==> config.mk <==
export PLATFORM = sky130hd
export DESIGN_NAME = drive_command_source_select
export DESIGN_NICKNAME = d
export VERILOG_FILES = /design/src/logic/cmd_select_pkg.sv /design/src/logic/speed_mix_if.sv /design/src/logic/speed_mixer.sv /design/src/logic/drive_command_source_select.sv
export SDC_FILE = /design/constraint.sdc
export NUM_CORES = 1
export LEC_CHECK = 0
export ABC_AREA = 1
export ABC_CLOCK_PERIOD_IN_PS = 2590
export BUFFER_PORTS_ARGS = -buffer_cell sky130_fd_sc_hd__buf_2
export CAP_MARGIN = 30
export CORE_UTILIZATION = 47
export DETAILED_ROUTE_END_ITERATION = 6
export GPL_ROUTABILITY_DRIVEN = 0
export MAX_ROUTING_LAYER = met4
export PLACE_DENSITY = 0.75
export SYNTH_ARGS = -nofsm -noshare
export SYNTH_HDL_FRONTEND = slang
export SYNTH_SLANG_ARGS = --single-unit
==> constraint.sdc <==
create_clock -name aclk -period 2.59 [get_ports aclk]
set_input_delay 0.1295 -clock aclk [delete_from_list [all_inputs] [get_ports aclk]]
set_output_delay 0.1295 -clock aclk [all_outputs]
set_load 0.02 [all_outputs]
==> src/logic/cmd_select_pkg.sv <==
// package for the drive command and speed reference source selection block
// shared by the top module and the speed reference mixer
package cmd_select_pkg;
    // register byte offsets on the AXI4-Lite slave
    localparam logic [7:0] run_source_offset   = 8'h00;
    localparam logic [7:0] speed_source_offset = 8'h04;
    localparam logic [7:0] control_mode_offset = 8'h08;
    localparam logic [7:0] accel_time_offset   = 8'h0C;
    localparam logic [7:0] decel_time_offset   = 8'h10;
    localparam logic [7:0] panel_speed_offset  = 8'h14;
    localparam logic [7:0] status_offset       = 8'h18;
    localparam logic [7:0] speed_out_offset    = 8'h1C;
    localparam logic [7:0] updown_step_offset  = 8'h20;
    // reset values
    localparam logic       run_source_reset    = 1'b0;
    localparam logic [3:0] speed_source_reset  = 4'h1;
    localparam logic [1:0] control_mode_reset  = 2'h1;
    localparam logic [15:0] accel_time_reset   = 16'h0064;
    localparam logic [15:0] decel_time_reset   = 16'h0064;
    localparam logic [15:0] updown_step_reset  = 16'h0001;
    // status field positions
    localparam int status_running_bit  = 0;
    localparam int status_reverse_bit  = 1;
    localparam int status_fwd_led_bit  = 2;
    localparam int status_edit_bit     = 3;
    localparam int status_pi2_bit      = 4;
    // speed reference source codes
    typedef enum logic [3:0] {
        src_panel_keys = 4'h0,
        src_panel_pot  = 4'h1,
        src_analog_one = 4'h2,
        src_analog_two = 4'h3,
        src_analog_sum = 4'h4,
        src_analog_max = 4'h5,
        src_analog_min = 4'h6,
        src_pid        = 4'h7,
        src_updown     = 4'h8
    } speed_source_t;
    // motor control method codes
    typedef enum logic [1:0] {
        mode_autotune     = 2'h0,
        mode_volt_freq    = 2'h1,
        mode_flux_vector  = 2'h2,
        mode_volt_vector  = 2'h3
    } control_mode_t;
    // secondary digital input function code that selects the second speed pi group when the control mode is flux vector
    localparam logic [3:0] di_func_second_pi = 4'hB;
    // write response code
    localparam logic [1:0] resp_okay   = 2'h0;
    localparam logic [1:0] resp_slverr = 2'h2;
endpackage

==> src/logic/speed_mix_if.sv <==
// interface carrying analog samples and the mixed reference between top and mixer
// assumes one clock domain; all signals synchronous to aclk
`timescale 1ns/10ps
interface speed_mix_if #(parameter int width = 16);
    import cmd_select_pkg::*;
    speed_source_t          source;
    logic [width-1:0]       analog_one;
    logic [width-1:0]       analog_two;
    logic [width-1:0]       pid_value;
    logic [width-1:0]       pot_value;
    logic [width-1:0]       panel_value;
    logic [width-1:0]       updown_value;
    logic [width-1:0]       mixed;
    modport top (output source, analog_one, analog_two, pid_value, pot_value,
                 panel_value, updown_value, input mixed);
    modport mixer (input source, analog_one, analog_two, pid_value, pot_value,
                   panel_value, updown_value, output mixed);
endinterface

==> src/logic/speed_mixer.sv <==
// combinational speed reference mixer: picks or combines sources per selection
// assumes both analog inputs are sampled together in the same cycle by the caller
`timescale 1ns/10ps
module speed_mixer
    import cmd_select_pkg::*;
#(
    parameter int width = 16
) (
    // source selection and samples
    speed_mix_if.mixer mix,
    // pid option present on this variant
    input wire logic   pid_present
);
    logic [width:0] sum_wide;

    // sum saturates at full scale instead of wrapping
    always_comb begin
        sum_wide = {1'b0, mix.analog_one} + {1'b0, mix.analog_two};
        unique case (mix.source)
            src_panel_keys: mix.mixed = mix.panel_value;
            src_panel_pot:  mix.mixed = mix.pot_value;
            src_analog_one: mix.mixed = mix.analog_one;
            src_analog_two: mix.mixed = mix.analog_two;
            src_analog_sum: mix.mixed = sum_wide[width] ? {width{1'b1}} : sum_wide[width-1:0];
            src_analog_max: mix.mixed = (mix.analog_one > mix.analog_two) ?
                                        mix.analog_one : mix.analog_two;
            src_analog_min: mix.mixed = (mix.analog_one < mix.analog_two) ?
                                        mix.analog_one : mix.analog_two;
            src_pid:        mix.mixed = pid_present ? mix.pid_value : '0;
            src_updown:     mix.mixed = mix.updown_value;
            default:        mix.mixed = '0;
        endcase
    end
endmodule

==> src/logic/drive_command_source_select.sv <==
// drive command and speed reference source selection with AXI4-Lite registers
// assumes panel keys and terminal inputs are synchronous, debounced levels
//
// Added by the designer: the placing of the registers and register access over AXI4-Lite.
`timescale 1ns/10ps
module drive_command_source_select
    import cmd_select_pkg::*;
#(
    parameter int width = 16
) (
    // clock and reset
    input  wire logic             aclk,
    input  wire logic             aresetn,
    // axi4-lite write address, data and response
    input  wire logic [7:0]       s_axi_awaddr,
    input  wire logic             s_axi_awvalid,
    output logic                  s_axi_awready,
    input  wire logic [31:0]      s_axi_wdata,
    input  wire logic [3:0]       s_axi_wstrb,
    input  wire logic             s_axi_wvalid,
    output logic                  s_axi_wready,
    output logic [1:0]            s_axi_bresp,
    output logic                  s_axi_bvalid,
    input  wire logic             s_axi_bready,
    // axi4-lite read
    input  wire logic [7:0]       s_axi_araddr,
    input  wire logic             s_axi_arvalid,
    output logic                  s_axi_arready,
    output logic [31:0]           s_axi_rdata,
    output logic [1:0]            s_axi_rresp,
    output logic                  s_axi_rvalid,
    input  wire logic             s_axi_rready,
    // operator panel
    input  wire logic             forward_run_key,
    input  wire logic             reverse_run_key,
    input  wire logic             stop_key,
    input  wire logic             up_key,
    input  wire logic             down_key,
    input  wire logic             frequency_prompt_shown,
    input  wire logic [width-1:0] panel_pot,
    // digital input terminals
    input  wire logic             forward_run_input,
    input  wire logic             reverse_run_input,
    input  wire logic             speed_up_input,
    input  wire logic             speed_down_input,
    input  wire logic             second_pi_input,
    input  wire logic [3:0]       second_pi_function,
    // analog and pid samples
    input  wire logic [width-1:0] analog_input_one,
    input  wire logic [width-1:0] analog_input_two,
    input  wire logic [width-1:0] pid_output,
    input  wire logic             pid_present,
    // drive outputs
    output logic                  run_enable,
    output logic                  reverse_dir,
    output logic                  forward_led,
    output logic [width-1:0]      speed_reference,
    output logic [1:0]            control_mode,
    output logic                  second_pi_select
);
    // whole module state
    typedef struct packed {
        logic             aw_hold;
        logic [7:0]       aw_addr;
        logic             w_hold;
        logic [31:0]      w_data;
        logic [3:0]       w_strb;
        logic             bvalid;
        logic [1:0]       bresp;
        logic             rvalid;
        logic [31:0]      rdata;
        logic             run_source_select;
        speed_source_t    speed_source_select;
        control_mode_t    motor_control_method_select;
        logic [15:0]      main_accel_time;
        logic [15:0]      main_decel_time;
        logic [15:0]      updown_step;
        logic [width-1:0] panel_speed;
        logic [width-1:0] updown_speed;
        logic             running;
        logic             reverse;
        logic             fwd_led;
        logic             edit_mode;
        logic             up_key_last;
        logic             pi2;
        logic [width-1:0] speed_ref;
    } state_t;

    state_t state;
    state_t next_state;
    speed_mix_if #(.width(width)) mix ();

    // mixer inputs: both analog inputs taken in the same cycle
    assign mix.source       = state.speed_source_select;
    assign mix.analog_one   = analog_input_one;
    assign mix.analog_two   = analog_input_two;
    assign mix.pid_value    = pid_output;
    assign mix.pot_value    = panel_pot;
    assign mix.panel_value  = state.panel_speed;
    assign mix.updown_value = state.updown_speed;

    speed_mixer #(.width(width)) u_mixer (
        .mix         (mix.mixer),
        .pid_present (pid_present)
    );

    // apply a byte-strobed write to a register word
    function automatic logic [31:0] merge(input logic [31:0] old, input logic [31:0] val,
                                          input logic [3:0] strb);
        logic [31:0] res;
        res = old;
        for (int i = 0; i < 4; i++) begin
            if (strb[i]) begin
                res[i*8 +: 8] = val[i*8 +: 8];
            end
        end
        return res;
    endfunction

    // next state: bus slave, command arbitration, reference update
    always_comb begin
        logic [31:0] word;
        logic [width:0] step_wide;
        word = '0;
        step_wide = '0;
        next_state = state;
        // accept address and data in either order
        if (s_axi_awvalid && !state.aw_hold) begin
            next_state.aw_hold = 1'b1;
            next_state.aw_addr = s_axi_awaddr;
        end
        if (s_axi_wvalid && !state.w_hold) begin
            next_state.w_hold = 1'b1;
            next_state.w_data = s_axi_wdata;
            next_state.w_strb = s_axi_wstrb;
        end
        if (state.bvalid && s_axi_bready) begin
            next_state.bvalid = 1'b0;
        end
        // perform write once both halves are held and no response pending
        if (state.aw_hold && state.w_hold && !state.bvalid) begin
            next_state.aw_hold = 1'b0;
            next_state.w_hold  = 1'b0;
            next_state.bvalid  = 1'b1;
            next_state.bresp   = resp_okay;
            unique case (state.aw_addr)
                run_source_offset: begin
                    word = merge({31'h0, state.run_source_select}, state.w_data, state.w_strb);
                    next_state.run_source_select = word[0];
                end
                speed_source_offset: begin
                    word = merge({28'h0, state.speed_source_select}, state.w_data,
                                 state.w_strb);
                    if (word[3:0] <= 4'h8) begin
                        next_state.speed_source_select = speed_source_t'(word[3:0]);
                    end else begin
                        next_state.bresp = resp_slverr;
                    end
                end
                control_mode_offset: begin
                    word = merge({30'h0, state.motor_control_method_select}, state.w_data,
                                 state.w_strb);
                    next_state.motor_control_method_select = control_mode_t'(word[1:0]);
                end
                accel_time_offset: begin
                    word = merge({16'h0, state.main_accel_time}, state.w_data, state.w_strb);
                    next_state.main_accel_time = word[15:0];
                end
                decel_time_offset: begin
                    word = merge({16'h0, state.main_decel_time}, state.w_data, state.w_strb);
                    next_state.main_decel_time = word[15:0];
                end
                updown_step_offset: begin
                    word = merge({16'h0, state.updown_step}, state.w_data, state.w_strb);
                    next_state.updown_step = word[15:0];
                end
                panel_speed_offset: begin
                    word = merge({{(32-width){1'b0}}, state.panel_speed}, state.w_data,
                                 state.w_strb);
                    next_state.panel_speed = word[width-1:0];
                end
                default: next_state.bresp = resp_slverr;
            endcase
        end
        // reads answer one cycle after the address is taken
        if (state.rvalid && s_axi_rready) begin
            next_state.rvalid = 1'b0;
        end
        if (s_axi_arvalid && !state.rvalid) begin
            next_state.rvalid = 1'b1;
            unique case (s_axi_araddr)
                run_source_offset:   next_state.rdata = {31'h0, state.run_source_select};
                speed_source_offset: next_state.rdata = {28'h0, state.speed_source_select};
                control_mode_offset: next_state.rdata = {30'h0, state.motor_control_method_select};
                accel_time_offset:   next_state.rdata = {16'h0, state.main_accel_time};
                decel_time_offset:   next_state.rdata = {16'h0, state.main_decel_time};
                updown_step_offset:  next_state.rdata = {16'h0, state.updown_step};
                panel_speed_offset:  next_state.rdata = {{(32-width){1'b0}}, state.panel_speed};
                speed_out_offset:    next_state.rdata = {{(32-width){1'b0}}, state.speed_ref};
                status_offset: begin
                    next_state.rdata = '0;
                    next_state.rdata[status_running_bit] = state.running;
                    next_state.rdata[status_reverse_bit] = state.reverse;
                    next_state.rdata[status_fwd_led_bit] = state.fwd_led;
                    next_state.rdata[status_edit_bit]    = state.edit_mode;
                    next_state.rdata[status_pi2_bit]     = state.pi2;
                end
                default:             next_state.rdata = '0;
            endcase
        end

        if (state.run_source_select == 1'b0) begin
            if (forward_run_key && frequency_prompt_shown) begin
                next_state.running = 1'b1;
                next_state.reverse = 1'b0;
            end else if (reverse_run_key && frequency_prompt_shown) begin
                next_state.running = 1'b1;
                next_state.reverse = 1'b1;
            end
            if (stop_key) begin
                next_state.running = 1'b0;
            end
            next_state.fwd_led = next_state.running && !next_state.reverse;
        end else begin
            next_state.running = forward_run_input || reverse_run_input;
            next_state.reverse = !forward_run_input && reverse_run_input;
            next_state.fwd_led = forward_run_input;
        end

        next_state.up_key_last = up_key;
        if (state.speed_source_select != src_panel_keys || !state.running) begin
            next_state.edit_mode = 1'b0;
        end else if (up_key && !state.up_key_last) begin
            next_state.edit_mode = 1'b1;
        end
        if (state.edit_mode && up_key && !state.up_key_last) begin
            step_wide = {1'b0, state.panel_speed} + {{(width-15){1'b0}}, state.updown_step[14:0]};
            next_state.panel_speed = step_wide[width] ? {width{1'b1}} : step_wide[width-1:0];
        end else if (state.edit_mode && down_key) begin
            next_state.panel_speed = (state.panel_speed > width'(state.updown_step)) ?
                                     state.panel_speed - width'(state.updown_step) : '0;
        end

        if (state.speed_source_select == src_updown) begin
            if (speed_up_input && !speed_down_input) begin
                step_wide = {1'b0, state.updown_speed} + {{(width-15){1'b0}},
                            state.updown_step[14:0]};
                next_state.updown_speed = step_wide[width] ? {width{1'b1}} :
                                          step_wide[width-1:0];
            end else if (speed_down_input && !speed_up_input) begin
                next_state.updown_speed = (state.updown_speed > width'(state.updown_step)) ?
                                          state.updown_speed - width'(state.updown_step) : '0;
            end
        end

        next_state.pi2 = (state.motor_control_method_select == mode_flux_vector) &&
                         (second_pi_function == di_func_second_pi) && second_pi_input;

        next_state.speed_ref = mix.mixed;
    end

    // state register
    always_ff @(posedge aclk) begin
        if (!aresetn) begin
            state <= '0;
            state.run_source_select <= run_source_reset;
            state.speed_source_select <= speed_source_t'(speed_source_reset);
            state.motor_control_method_select <= control_mode_t'(control_mode_reset);
            state.main_accel_time <= accel_time_reset;
            state.main_decel_time <= decel_time_reset;
            state.updown_step <= updown_step_reset;
        end else begin
            state <= next_state;
        end
    end

    // bus and drive outputs straight from state, except s_axi_rresp which is tied to okay
    assign s_axi_awready    = !state.aw_hold;
    assign s_axi_wready     = !state.w_hold;
    assign s_axi_bvalid     = state.bvalid;
    assign s_axi_bresp      = state.bresp;
    assign s_axi_arready    = !state.rvalid;
    assign s_axi_rvalid     = state.rvalid;
    assign s_axi_rdata      = state.rdata;
    assign s_axi_rresp      = resp_okay;
    assign run_enable       = state.running;
    assign reverse_dir      = state.reverse;
    assign forward_led      = state.fwd_led;
    assign speed_reference  = state.speed_ref;
    assign control_mode     = state.motor_control_method_select;
    assign second_pi_select = state.pi2;
endmodule

Word-level counts from Yosys, hierarchy flattened
Index checks and enable logic that the tools add are counted.
W data, S select, Z words.
- register bits after elaboration: 173
- bits of input ports: 139
- output and inout port bits: 63
- add/sub/neg operators: 5
- $lt $le $gt $ge: 5
- equal/unequal tests: 24
- muxes and demuxes: 33
- bitwise operators: 1
- reductions and logical operators: 57
- operator list (operator ; number):
    $pmux W16 S9 ; 2
    $mux W16 ; 14
    $eq A8 B5 Y1 const B ; 6
    $gt A16 B16 Y1 ; 3
    $add A16 B15 Y17 ; 2
    $mux W33 ; 1
    $reduce_and A3 Y1 ; 11
    $eq A8 B4 Y1 const B ; 4
    $sub A16 B16 Y16 ; 2
    $logic_and A1 B1 Y1 ; 19
    $add A16 B16 Y17 ; 1
    $eq A4 B3 Y1 const B ; 4
    $eq A8 B3 Y1 const B ; 2
    $eq A8 B6 Y1 const B ; 2
    $logic_not A8 Y1 ; 2
    $lt A16 B16 Y1 ; 1
    $mux W8 ; 2
    $mux W4 ; 3
    $reduce_bool A3 Y1 ; 4
    $logic_not A1 Y1 ; 10
    $eq A4 B2 Y1 const B ; 2
    $eq A4 B4 Y1 const B ; 2
    $mux W2 ; 4
    $mux W3 ; 2
    13 further kinds ; 20

Longest topological paths before layout
Gate-level depths: netlist of run 1.
- depth after elaboration: 8
- depth in mapped cells: 18

Modules after synthesis
From an unflattened synthesis of run 1, not the netlist that was laid out.
- cell total of the unflattened synthesis: 2385
- area total of the unflattened synthesis: 14151.1 um2
- modules (own cells, without submodules) (module ; instances ; cells an instance ; area each (um2) ; seq. area each (um2)):
    drive_command_source_select ; 1 ; 1805 ; 11209.5 ; 3123.0
    speed_mixer ; 1 ; 580 ; 2941.6 ; 0.0

Least setup slack after synthesis of run 1
Ideal clock, no wire load.
- path type: flip-flop to flip-flop
- from: register state[55] in the netlist's numbering
- to: register state (netlist bit mix.updown_value[4])
- setup time: 56 ps
- arrival time: 1993 ps
- setup slack: 541 ps
- cell stages (with the launch flop): 15
- clock period less this slack: 2049 ps
- cell sequence: dfxtp_1 inv_1 fa_1 nor2_1 o21ai_2 nand2_1 nand2_1 nand2_1 nand3_1 nand2_2 a21oi_4 buf_6 o211ai_1 nand2_1 inv_1
- longest elaborated chain between the ends: 4
- elaborated cells on any way between the ends: 7
- classes of those cells: add/sub: 2; order compare: 1; mux: 4
- RTL lines (item ; RTL line ; source):
    start: declaration ; drive_command_source_select.sv:89 ; state_t state;
    start signal: assignment ; drive_command_source_select.sv:273 ; state <= next_state;
    $sub A16 B16 Y16 or $gt A16 B16 Y1 (tied branches) ; drive_command_source_select.sv:252, drive_command_source_select.sv:251 ;
    $mux W16 ; drive_command_source_select.sv:251 ; next_state.updown_speed = (state.updown_speed > width'(state.updown_step)) ?
    $mux W16 ; drive_command_source_select.sv:250 ; end else if (speed_down_input && !speed_up_input) begin
    $mux W16 * ; drive_command_source_select.sv:245 ; if (speed_up_input && !speed_down_input) begin
Every way passes the cells marked *; elsewhere a longest branch is shown, timed or not. The select of a mux whose other input is x is not followed.
A chain may end at the register's enable or synchronous reset.

Final worst setup path of run 1
- from: register state[54] in the netlist's numbering
- to: register state (netlist bit mix.panel_value[1])
- longest elaborated chain between the ends: 4
- elaborated cells on any way between the ends: 7
- classes of those cells: add/sub: 2; order compare: 1; mux: 4
- RTL lines (item ; RTL line ; source):
    $sub A16 B16 Y16 or $gt A16 B16 Y1 (tied branches) ; drive_command_source_select.sv:241, drive_command_source_select.sv:240 ;
    $mux W16 ; drive_command_source_select.sv:240 ; next_state.panel_speed = (state.panel_speed > width'(state.updown_step)) ?
    $mux W16 ; drive_command_source_select.sv:239 ; end else if (state.edit_mode && down_key) begin
    $mux W16 * ; drive_command_source_select.sv:236 ; if (state.edit_mode && up_key && !state.up_key_last) begin
Every way passes the cells marked *; elsewhere a longest branch is shown, timed or not.

==> results of run 1 <==
-- worst register-to-register path, cell delays in order, from the launching register on --
cell and delay, ns:
dfxtp_1 0.43, buf_4 0.15, ha_1 0.14, inv_1 0.06, fa_1 0.42, nand3_1 0.10
nand2_1 0.12, nand2_1 0.10, nand3_2 0.09, nand2_1 0.14, a21oi_2 0.07, buf_4 0.19
nand3_1 0.10, nand3_1 0.10, nand3_1 0.08, inv_1 0.04
-- per-layer routing --
layer	vias up	track usage, %	part of all wire, %
li1	7489	-	-
met1	7099	39.8	40
met2	955	49.6	45
met3	189	4.86	10
met4	0	17.8	5.3
met5	-	-	0
-- sequential cells by signal, indices dropped and copies added (netlist names), 2 cells and up --
signal            flops
mix.source            4
speed_reference      16
control_mode          2
s_axi_rdata          16
mix.panel_value      16
mix.updown_value     16
state                79
-- worst max-delay path by stage --
stage / endpoint / slack, ns / depth (start not counted)
after detailed placement: mix.panel_value[7]$_SDFFE_PN0P_ / 0.16 / 14
after global routing: mix.updown_value[10]$_SDFFE_PN0P_ / 0.004 / 14
after floorplan: mix.updown_value[4]$_SDFFE_PN0P_ / 0.54 / 14
final: mix.panel_value[1]$_SDFFE_PN0P_ / 0.17 / 15
after CTS: mix.panel_value[7]$_SDFFE_PN0P_ / 0.15 / 14
after global placement: mix.panel_value[7]$_SDFFE_PN0P_ / 0.22 / 14
-- kinds of logic after synthesis --
kind of cell,Yosys count,synth area share [%]
AO/OA/AOI/OAI,457,18.4
AND/OR/NAND/NOR,1027,33.0
flip-flops,156,22.8
adder cells (fa/ha/maj),100,9.41
XOR/XNOR,25,1.60
buffers and inverters,453,14.8
other,1,0.0274
-- placed cells by master (no fill, tap or decap), types with 19 or more instances in the layout --
master / instances
ha_1: 92
a21oi_1: 174
conb_1: 19
dfxtp_1: 156
nor2_2: 23
dlygate4sd3_1: 35
nor2_1: 196
nand4_1: 21
o21ai_0: 180
inv_1: 307
xor2_1: 22
buf_4: 55
nand3_1: 218
buf_2: 164
nand2_1: 492
-- timing repair --
action                                  CTS  global route
hold buffers                             35             0
gates resized for setup                   0             6
hold endpoints to repair                 33             0
endpoints found under the setup margin    0            17
-- final cells by class --
cell class	instances	area [um^2]	area share (%)
Clock buffer	19	443	2.83
Clock inverter	13	151	0.966
Inverter	323	1210	7.75
Multi-Input combinational cell	1628	8630	55.1
Sequential cell	156	3120	19.9
Tap cell	384	480	3.07
Timing Repair Buffer	256	1620	10.4
-- power by group through the flow --
stage / clock network, mW / registers [mW] / logic, mW
3_5_place_dp: 0 / 2.58 / 0.970
3_3_place_gp: 0 / 2.57 / 0.953
5_1_grt: 2.69 / 2.53 / 1.13
2_1_floorplan: 0 / 2.55 / 0.695
6_report: 2.60 / 2.52 / 1.03
4_1_cts: 2.60 / 2.52 / 1.01
-- metrics by stage --
stage                     total power, mW  cell area, um^2  std cells  hold WS, ns
after detailed placement             3.54            14700       2712        0.300
final                                6.16            15700       2779     -0.00468
after floorplan                      3.24            13800       2237        0.206
after global routing                 6.36            15700       2779       0.0552
after CTS                            6.14            15700       2779      0.00646
after global placement               3.53            14700       2712        0.293
==> out/qor.yml, run 1 <==
p_switching_mw: 1.94
hold_ws_ns: -0.00468
postCtsSetupBuffers: 0
dpl.hpwl_mm: 36.7
combinationalPowerShare_pct: 16.8
yosysWarnings: 0
r2r_slack_ns: 0.17
crit_path_frequent_cell: "nand3_1"
clkPwrFrac_pct: 42.2
clockBufferDepth: 2
r2r-start: "state[54]$_SDFFE_PN1P_"
synthTopCellsByArea: "dfxtp_1 (23%), nand2_1 (13%), ha_1 (8.7%)"
slowest_stage: "dfxtp_1"
drv_cap: 0
cts_tree: "done"
hold-path-endpoint: "state[187]$_SDFFE_PN0P_"
violations: "negative hold slack"
r2r_cells: 15
yosysMostFrequentCell: "nand2_1"
grt_pass1_wl_mm: 74.7
clkLatencyLatePin_ns: 0.44
final_core_util_pct: 54.6
hold_viol_final: 1
ys_seq_elements: 156
report.final.slew_viol_count: 0
worstHoldPathType: "input pin to flip-flop"
relSlewSlack_pct: 51.9
critPathRequiredTime_ns: 2.93
rsz0062_at_grt: "no"
die_h_um: 173
wirelength_mm: 47.2
crit_path_start: "state[54]$_SDFFE_PN1P_"
synth_seq_area_share_pct: 22.8
worst_slack_ns: 0.166
crit_chain: "buf_4 > ha_1 > inv_1 > fa_1 > nand3_1 > nand2_1 > nand2_1 > nand3_2 > nand2_1 > a21oi_2 > buf_4 > nand3_1 > nand3_1 > nand3_1 > inv_1"
power_leakage_nw: 7.96
outcome: "finished with violations"
viasPerCell: 5.66
cts.sink_count: 156
numCtsBuffers: 17
synth_top_area_share_pct: 22.8
clock_tree.root_cell: "clkbuf_16"
track_usage_pct: 32.0
grt_overflow: 0
grt_pass1_vias: 14400
synth-edff-count: 0
core_area_um2: 28700
postSynthCellCount: 2219
r2r-end: "mix.panel_value[1]$_SDFFE_PN0P_"
num_vias: 15700
crit_fanout: 11
setup_violations: 0
synth_top_area_cell: "dfxtp_1"
async_flop_share_pct: 0
fin_setup_tns_ns: 0
fin_nets: 2621
num_rows: 62
fin_crit_ns: 2.42
drc: 0
start_kind: "flip-flop"
drt_iter0_markers: 1521
critPathTopFamily: "simple AND/OR/NAND/NOR gates"
swShare_pct: 31.5
ant_nets: 0
dp_slack_ns: 0.162
criticalPathCategory: "flip-flop to flip-flop"
h-tree-depth: 4
port_buffers: 164
fin_skew_ns: 0.0101
worst_pin_slew_ns: 0.722
antenna_found_initial: 0
hold_start: "s_axi_awaddr[5]"
wl_per_cell_um: 17.0
ir_drop_mv: 0.376
crit_buf_inv: 4
cp.arrival_ns: 2.77
fmax_mhz: 413
synth_top_flop_cell: "dfxtp_1"
pwr-share-seq_pct: 41.0
die-area_um2: 29800
synth_area_um2: 13700
end_kind: "flip-flop"
whs_path_depth: 3
syn_area_per_cell_um2: 6.17
synth_commonest_cells: "nand2_1 (492), inv_1 (307), nand3_1 (219)"
syn_to_final_growth_pct: 14.4
grt_max_degree: 49
drt_first_pass_iters: 6
nFillCells: 2891
powerDensity_nw_per_um2: 393
diodes: 0
io_pins: 202
critPathMaxStageDelay_ns: 0.43
initial_core_util_pct: 47.7
clkTransAtPathRegs_ns: 0.07
drive_gt1_share_pct: 14.2
die_w_um: 173
intPower_mw: 4.22
finalCritPeriodShare_pct: 93.6
yosys.cell_types.count: 58
Note: power is estimated with default switching activity, not from simulation.
==> inputs of run 2 (changes only) <==
--- a/config.mk
+++ b/config.mk
@@ -16,4 +16,5 @@
 export PLACE_DENSITY = 0.75
 export SYNTH_ARGS = -nofsm -noshare
 export SYNTH_HDL_FRONTEND = slang
+export SYNTH_HIERARCHICAL = 1
 export SYNTH_SLANG_ARGS = --single-unit
==> out/qor.yml, run 2 <==
outcome: "finished with violations"  # unchanged
violations: "negative hold slack"  # unchanged
synth_seq_area_share_pct: 22.1  # was 22.8%
worstHoldPathType: "input pin to flip-flop"  # unchanged
setup_violations: 0  # unchanged
fin_crit_ns: 2.50  # was 2.42 ns
mostFrequentLayoutCell: "nand2_1"  # unchanged
synth_area_um2: 14200  # was 13,700 um^2
clockBufferDepth: 2  # unchanged
wl_per_cell_um: 16.5  # was 17.0 um
final_cell_mix: "nand2_1 (651), inv_1 (360), nor2_1 (220)"  # was nand2_1 (492), inv_1 (307), nand3_1 (218)
cts.sink_count: 156  # unchanged
report.final.slew_viol_count: 0  # unchanged
synthTopCellsByArea: "dfxtp_1 (22%), nand2_1 (17%), inv_1 (9.5%)"  # was dfxtp_1 (23%), nand2_1 (13%), ha_1 (8.7%)
numCtsBuffers: 17  # unchanged
rsz0062_at_grt: "no"  # unchanged
synth_commonest_cells: "nand2_1 (651), inv_1 (360), nor2_1 (220)"  # was nand2_1 (492), inv_1 (307), nand3_1 (219)
yosysWarnings: 6  # was 0
die_h_um: 176  # was 173 um
track_usage_pct: 32.0  # about the same
yosys.cell_types.count: 48  # was 58
top_register: "state"  # unchanged
dp_slack_ns: 0.203  # was 0.162 ns
drc: 0  # unchanged
initial_core_util_pct: 47.7  # about the same
criticalPathCategory: "flip-flop to flip-flop"  # unchanged
num_vias: 16200  # was 15,700
yosysMostFrequentCell: "nand2_1"  # unchanged
synth_top_flop_cell: "dfxtp_1"  # unchanged
synth_top_area_cell: "dfxtp_1"  # unchanged
cp.arrival_ns: 2.84  # was 2.77 ns
postSynthCellCount: 2385  # was 2,219
ant_nets: 0  # unchanged
hold_ws_ns: -0.00246  # was -0.00468 ns
die_w_um: 176  # was 173 um
powerDensity_nw_per_um2: 384  # was 393 nW/um^2
h-tree-depth: 4  # unchanged
postCtsSetupBuffers: 0  # unchanged
core_area_um2: 29600  # was 28,700 um^2
antenna_found_initial: 1  # was 0
start_kind: "flip-flop"  # unchanged
clkLatencyLatePin_ns: 0.45  # was 0.44 ns
die-area_um2: 30800  # was 29,800 um^2
fin_setup_tns_ns: 0  # unchanged
dpl.hpwl_mm: 38.2  # was 36.7 mm
fmax_mhz: 400  # was 413 MHz
drive_gt1_share_pct: 11.9  # was 14.2%
drt_iter0_markers: 1538  # was 1,521
grt_pass1_wl_mm: 75.8  # was 74.7 mm
finalCritPeriodShare_pct: 96.4  # was 93.6%
crit_fanout: 9  # was 11
drt_first_pass_iters: 6  # unchanged
largest_reg_flops: 79  # unchanged
io_pins: 202  # unchanged
clock_tree.root_cell: "clkbuf_16"  # unchanged
fin_skew_ns: 0.0129  # was 0.0101 ns
fin_nets: 2768  # was 2,621
synth_top_area_share_pct: 22.1  # was 22.8%
syn_area_per_cell_um2: 5.93  # was 6.17 um^2
wirelength_mm: 48.6  # was 47.2 mm
clkTransAtPathRegs_ns: 0.08  # was 0.07 ns
num_rows: 63  # was 62
drv_cap: 0  # unchanged
relSlewSlack_pct: 41.8  # was 51.9%
worst_pin_slew_ns: 0.872  # was 0.722 ns
end_kind: "flip-flop"  # unchanged
grt_pass1_vias: 14600  # was 14,400
viasPerCell: 5.52  # was 5.66
hold_viol_final: 1  # unchanged
grt_overflow: 0  # unchanged
port_buffers: 164  # unchanged
async_flop_share_pct: 0  # unchanged
ir_drop_mv: 0.325  # was 0.376 mV
synth-edff-count: 0  # unchanged
ys_seq_elements: 156  # unchanged
power_leakage_nw: 8.66  # was 7.96 nW
worst_slack_ns: 0.0919  # was 0.166 ns
grt_max_degree: 47  # was 49
cts_tree: "done"  # unchanged
critPathRequiredTime_ns: 2.93  # about the same
syn_to_final_growth_pct: 13.0  # was 14.4%
[run 2: changes by cell type after synthesis, sizes merged, moves of 9 or more]
| cell | delta |
|---|---|
| nand2 | +157 |
| inv | +56 |
| o21ai | -39 |
| nand4 | +18 |
| a21oi | -13 |
| nand3b | +10 |
| nor2 | +9 |
[run 2: path summary, 6_finish.rpt]
kind,from,endpoint,slack [ns],cells past startpoint
max,state[61]$_SDFFE_PN0P_,mix.panel_value[1]$_SDFFE_PN0P_,0.09,11
min reg2reg,s_axi_rdata[9]$_SDFFE_PN0P_,s_axi_rdata[9]$_SDFFE_PN0P_,0.47,2
max reg2reg,state[61]$_SDFFE_PN0P_,mix.panel_value[1]$_SDFFE_PN0P_,0.09,11
min,s_axi_wdata[11],state[160]$_SDFFE_PN0P_,-0.002,3
[run 2: cells by family (layout without fill, tap and decap cells)]
kind of cell / after synthesis / in the layout / share of synthesized area (%)
compound gates: 389 / 389 / 15.1
xor+xnor: 29 / 29 / 1.79
fa+ha+maj: 100 / 100 / 9.11
buf+inv: 513 / 652 / 15.7
flops: 156 / 156 / 22.1
other cells: 1 / 22 / 0.0265
simple gates: 1197 / 1197 / 36.1
[run 2: repair_timing]
action                                  4_1_cts  5_1_grt
endpoints found under the setup margin        0        6
endpoints found under the hold margin        25        0
hold buffers                                 26        0
gates resized for setup                       0        1
[run 2: area by class of cell]
type,instances,area [um^2]
inverters,381,1430
well taps,390,488
fillers,3040,13600
repair buffers,239,1470
flip-flops and latches,156,3120
clock inverters,15,173
clock buffers,17,425
diodes,3,7.51
multi-input cells,1734,8870
[run 2: per-layer routing]
metal / vias to the layer above / GRT usage, % / share of wire [%]
met1: 7289 / 40.9 / 41
met2: 910 / 49.6 / 44
li1: 7827 / - / -
met3: 166 / 3.96 / 9.6
met4: 0 / 16.2 / 5.2
met5: - / - / 0
[run 2: where the power goes]
group | total [mW] | switching (mW) | leakage [nW] | internal (mW)
Clock | 2.63 | 1.25 | 0.287 | 1.38
Combinational | 1.00 | 0.663 | 7.10 | 0.337
Sequential | 2.51 | 0.0512 | 1.27 | 2.46
Total | 6.14 | 1.97 | 8.66 | 4.17
[run 2: critical path, cell delays in order, from the launching register on]
cell     delay (ns)
dfxtp_1        0.36
inv_1          0.12
ha_1           0.48
o21ai_0        0.25
a21oi_1        0.21
nand2_2        0.15
nand2_1        0.10
nand3_1        0.25
o21ai_0        0.26
nand3_1        0.11
nand2_1        0.07
inv_1          0.04
[run 2: through the flow]
stage	util, %	power (mW)	hold WS, ns	std cells	area [um^2]
after global placement	50.9	3.48	0.296	2872	15100
after CTS	53.9	6.11	0.00221	2932	16000
after floorplan	-	3.22	0.206	2403	14200
after detailed placement	51.0	3.50	0.309	2874	15100
final	53.9	6.14	-0.00246	2935	16000
after global routing	53.9	6.33	0.00628	2933	16000
==> inputs of run 3 (changes only) <==
--- a/config.mk
+++ b/config.mk
@@ -7,8 +7,9 @@
 export LEC_CHECK = 0
 export ABC_AREA = 1
 export ABC_CLOCK_PERIOD_IN_PS = 2590
-export BUFFER_PORTS_ARGS = -buffer_cell sky130_fd_sc_hd__buf_2
+export BUFFER_PORTS_ARGS = -buffer_cell sky130_fd_sc_hd__buf_4
 export CAP_MARGIN = 30
+export CORE_MARGIN = 2
 export CORE_UTILIZATION = 47
 export DETAILED_ROUTE_END_ITERATION = 6
 export GPL_ROUTABILITY_DRIVEN = 0
==> out/qor.yml, run 3 (synthesized netlist as in run 2, its figures left out) <==
numCtsBuffers: 17  # unchanged
setup_violations: 0  # unchanged
p_switching_mw: 2.01  # was 1.97 mW
power_leakage_nw: 8.82  # was 8.66 nW
track_usage_pct: 31.6  # was 32.0%
slowest_stage: "ha_1"  # unchanged
powerDensity_nw_per_um2: 375  # was 384 nW/um^2
viasPerCell: 5.57  # was 5.52
start_kind: "flip-flop"  # unchanged
clkTransAtPathRegs_ns: 0.08  # about the same
critPathRequiredTime_ns: 2.96  # was 2.93 ns
drive_gt1_share_pct: 12.0  # was 11.9%
combinationalPowerShare_pct: 17.3  # was 16.3%
drv_cap: 0  # unchanged
num_vias: 16400  # was 16,200
fmax_mhz: 412  # was 400 MHz
cts.sink_count: 156  # unchanged
ir_drop_mv: 0.397  # was 0.325 mV
critPathTopFamily: "simple AND/OR/NAND/NOR gates"  # was compound AO/OA/AOI/OAI gates
core_area_um2: 29600  # unchanged
wirelength_mm: 49.3  # was 48.6 mm
drt_first_pass_iters: 6  # unchanged
clkPwrFrac_pct: 42.0  # was 42.9%
final_cell_mix: "nand2_1 (651), inv_1 (360), nor2_1 (220)"  # unchanged
fin_setup_tns_ns: 0  # unchanged
critPathMaxStageDelay_ns: 0.45  # was 0.48 ns
grt_pass1_wl_mm: 76.6  # was 75.8 mm
criticalPathCategory: "flip-flop to flip-flop"  # unchanged
ant_nets: 0  # unchanged
die_w_um: 178  # was 176 um
port_buffers: 164  # unchanged
num_rows: 63  # unchanged
finalCritPeriodShare_pct: 93.8  # was 96.4%
clockBufferDepth: 2  # unchanged
drt_iter0_markers: 1614  # was 1,538
grt_max_degree: 67  # was 47
crit_fanout: 9  # unchanged
swShare_pct: 32.6  # was 32.0%
top_register: "state"  # unchanged
total_power_mw: 6.18  # was 6.14 mW
worst_slack_ns: 0.160  # was 0.0919 ns
hold_viol_final: 1  # unchanged
pwr-share-seq_pct: 40.6  # was 40.9%
rsz0062_at_grt: "no"  # unchanged
clock_tree.root_cell: "clkbuf_16"  # unchanged
io_pins: 202  # unchanged
intPower_mw: 4.17  # about the same
fin_crit_ns: 2.43  # was 2.50 ns
crit_chain: "inv_1 > ha_1 > nor2_1 > inv_1 > nor3_2 > a21oi_4 > nor2_2 > inv_1 > a21oi_1"  # was inv_1 > ha_1 > o21ai_0 > a21oi_1 > nand2_2 > nand2_1 > nand3_1 > o21ai_0 > nand3_1 > nand2_1 > inv_1
diodes: 0  # was 3
final_core_util_pct: 55.6  # was 53.9%
initial_core_util_pct: 47.7  # unchanged
report.final.slew_viol_count: 0  # unchanged
relSlewSlack_pct: 45.9  # was 41.8%
mostFrequentLayoutCell: "nand2_1"  # unchanged
cts_tree: "done"  # unchanged
h-tree-depth: 4  # unchanged
cp.arrival_ns: 2.80  # was 2.84 ns
violations: "negative hold slack"  # unchanged
grt_pass1_vias: 14700  # was 14,600
fin_skew_ns: 0.0184  # was 0.0129 ns
crit_buf_inv: 3  # was 2
drc: 0  # unchanged
worst_pin_slew_ns: 0.810  # was 0.872 ns
die_h_um: 178  # was 176 um
grt_overflow: 0  # unchanged
end_kind: "flip-flop"  # unchanged
clkLatencyLatePin_ns: 0.45  # about the same
syn_to_final_growth_pct: 16.4  # was 13.0%
outcome: "finished with violations"  # unchanged
die-area_um2: 31500  # was 30,800 um^2
hold_ws_ns: -0.00646  # was -0.00246 ns
dp_slack_ns: 0.187  # was 0.203 ns
dpl.hpwl_mm: 38.6  # was 38.2 mm
crit_path_frequent_cell: "inv_1"
antenna_found_initial: 0  # was 1
largest_reg_flops: 79  # unchanged
worstHoldPathType: "input pin to flip-flop"  # unchanged
fin_nets: 2774  # was 2,768
wl_per_cell_um: 16.8  # was 16.5 um
-- run 3: per-stage QoR --
stage | instance area, um^2 | cells
floorplan | 14200 | 2403
global placement | 15500 | 2873
detailed placement | 15600 | 2875
CTS | 16500 | 2938
global route | 16500 | 2938
finish | 16500 | 2938
-- run 3: final timing paths --
check	to	from	cells after the start	slack (ns)
setup / recovery	mix.panel_value[0]$_SDFFE_PN0P_	state[67]$_SDFFE_PN0P_	9	0.16
hold / removal	state[186]$_SDFFE_PN0P_	s_axi_awaddr[4]	3	-0.006
setup reg to reg	mix.panel_value[0]$_SDFFE_PN0P_	state[67]$_SDFFE_PN0P_	9	0.16
hold reg to reg	state[73]$_SDFFE_PN0P_	state[73]$_SDFFE_PN0P_	2	0.46
-- run 3: layer usage --
metal  track usage [%]  vias to the layer above  wire length, um
li1                  -                     7824                -
met1              40.8                     7363            20200
met2              47.6                      984            21700
met3              4.97                      189             4770
met4              16.3                        0             2740
met5                 -                        -                0
-- run 3: layout make-up --
cell class	count	area, um^2
multi-input cells	1734	8880
flip-flops and latches	156	3120
clock inverters	15	171
fillers	2919	13200
repair buffers	245	1950
inverters	381	1430
clock buffers	17	425
well taps	390	488
-- run 3: worst reg2reg max path, stage by stage, from the launching register on --
cell and delay (ns):
dfxtp_1 0.43, inv_1 0.18, ha_1 0.45, nor2_1 0.18
inv_1 0.10, nor3_2 0.30, a21oi_4 0.15, nor2_2 0.26
inv_1 0.12, a21oi_1 0.18
-- run 3: repair_timing --
action,4_1_cts,5_1_grt
resized for setup,0,4
setup endpoints to repair,0,13
hold buffers,31,0
hold endpoints to repair,30,0
buffers inserted,0,0
-- run 3: power groups by stage --
stage,sequential (mW),clock [mW],combinational (mW)
2_1_floorplan,2.54,0,0.673
4_1_cts,2.51,2.60,1.05
3_5_place_dp,2.56,0,1.00
6_report,2.51,2.60,1.07
5_1_grt,2.52,2.69,1.17
3_3_place_gp,2.56,0,0.987
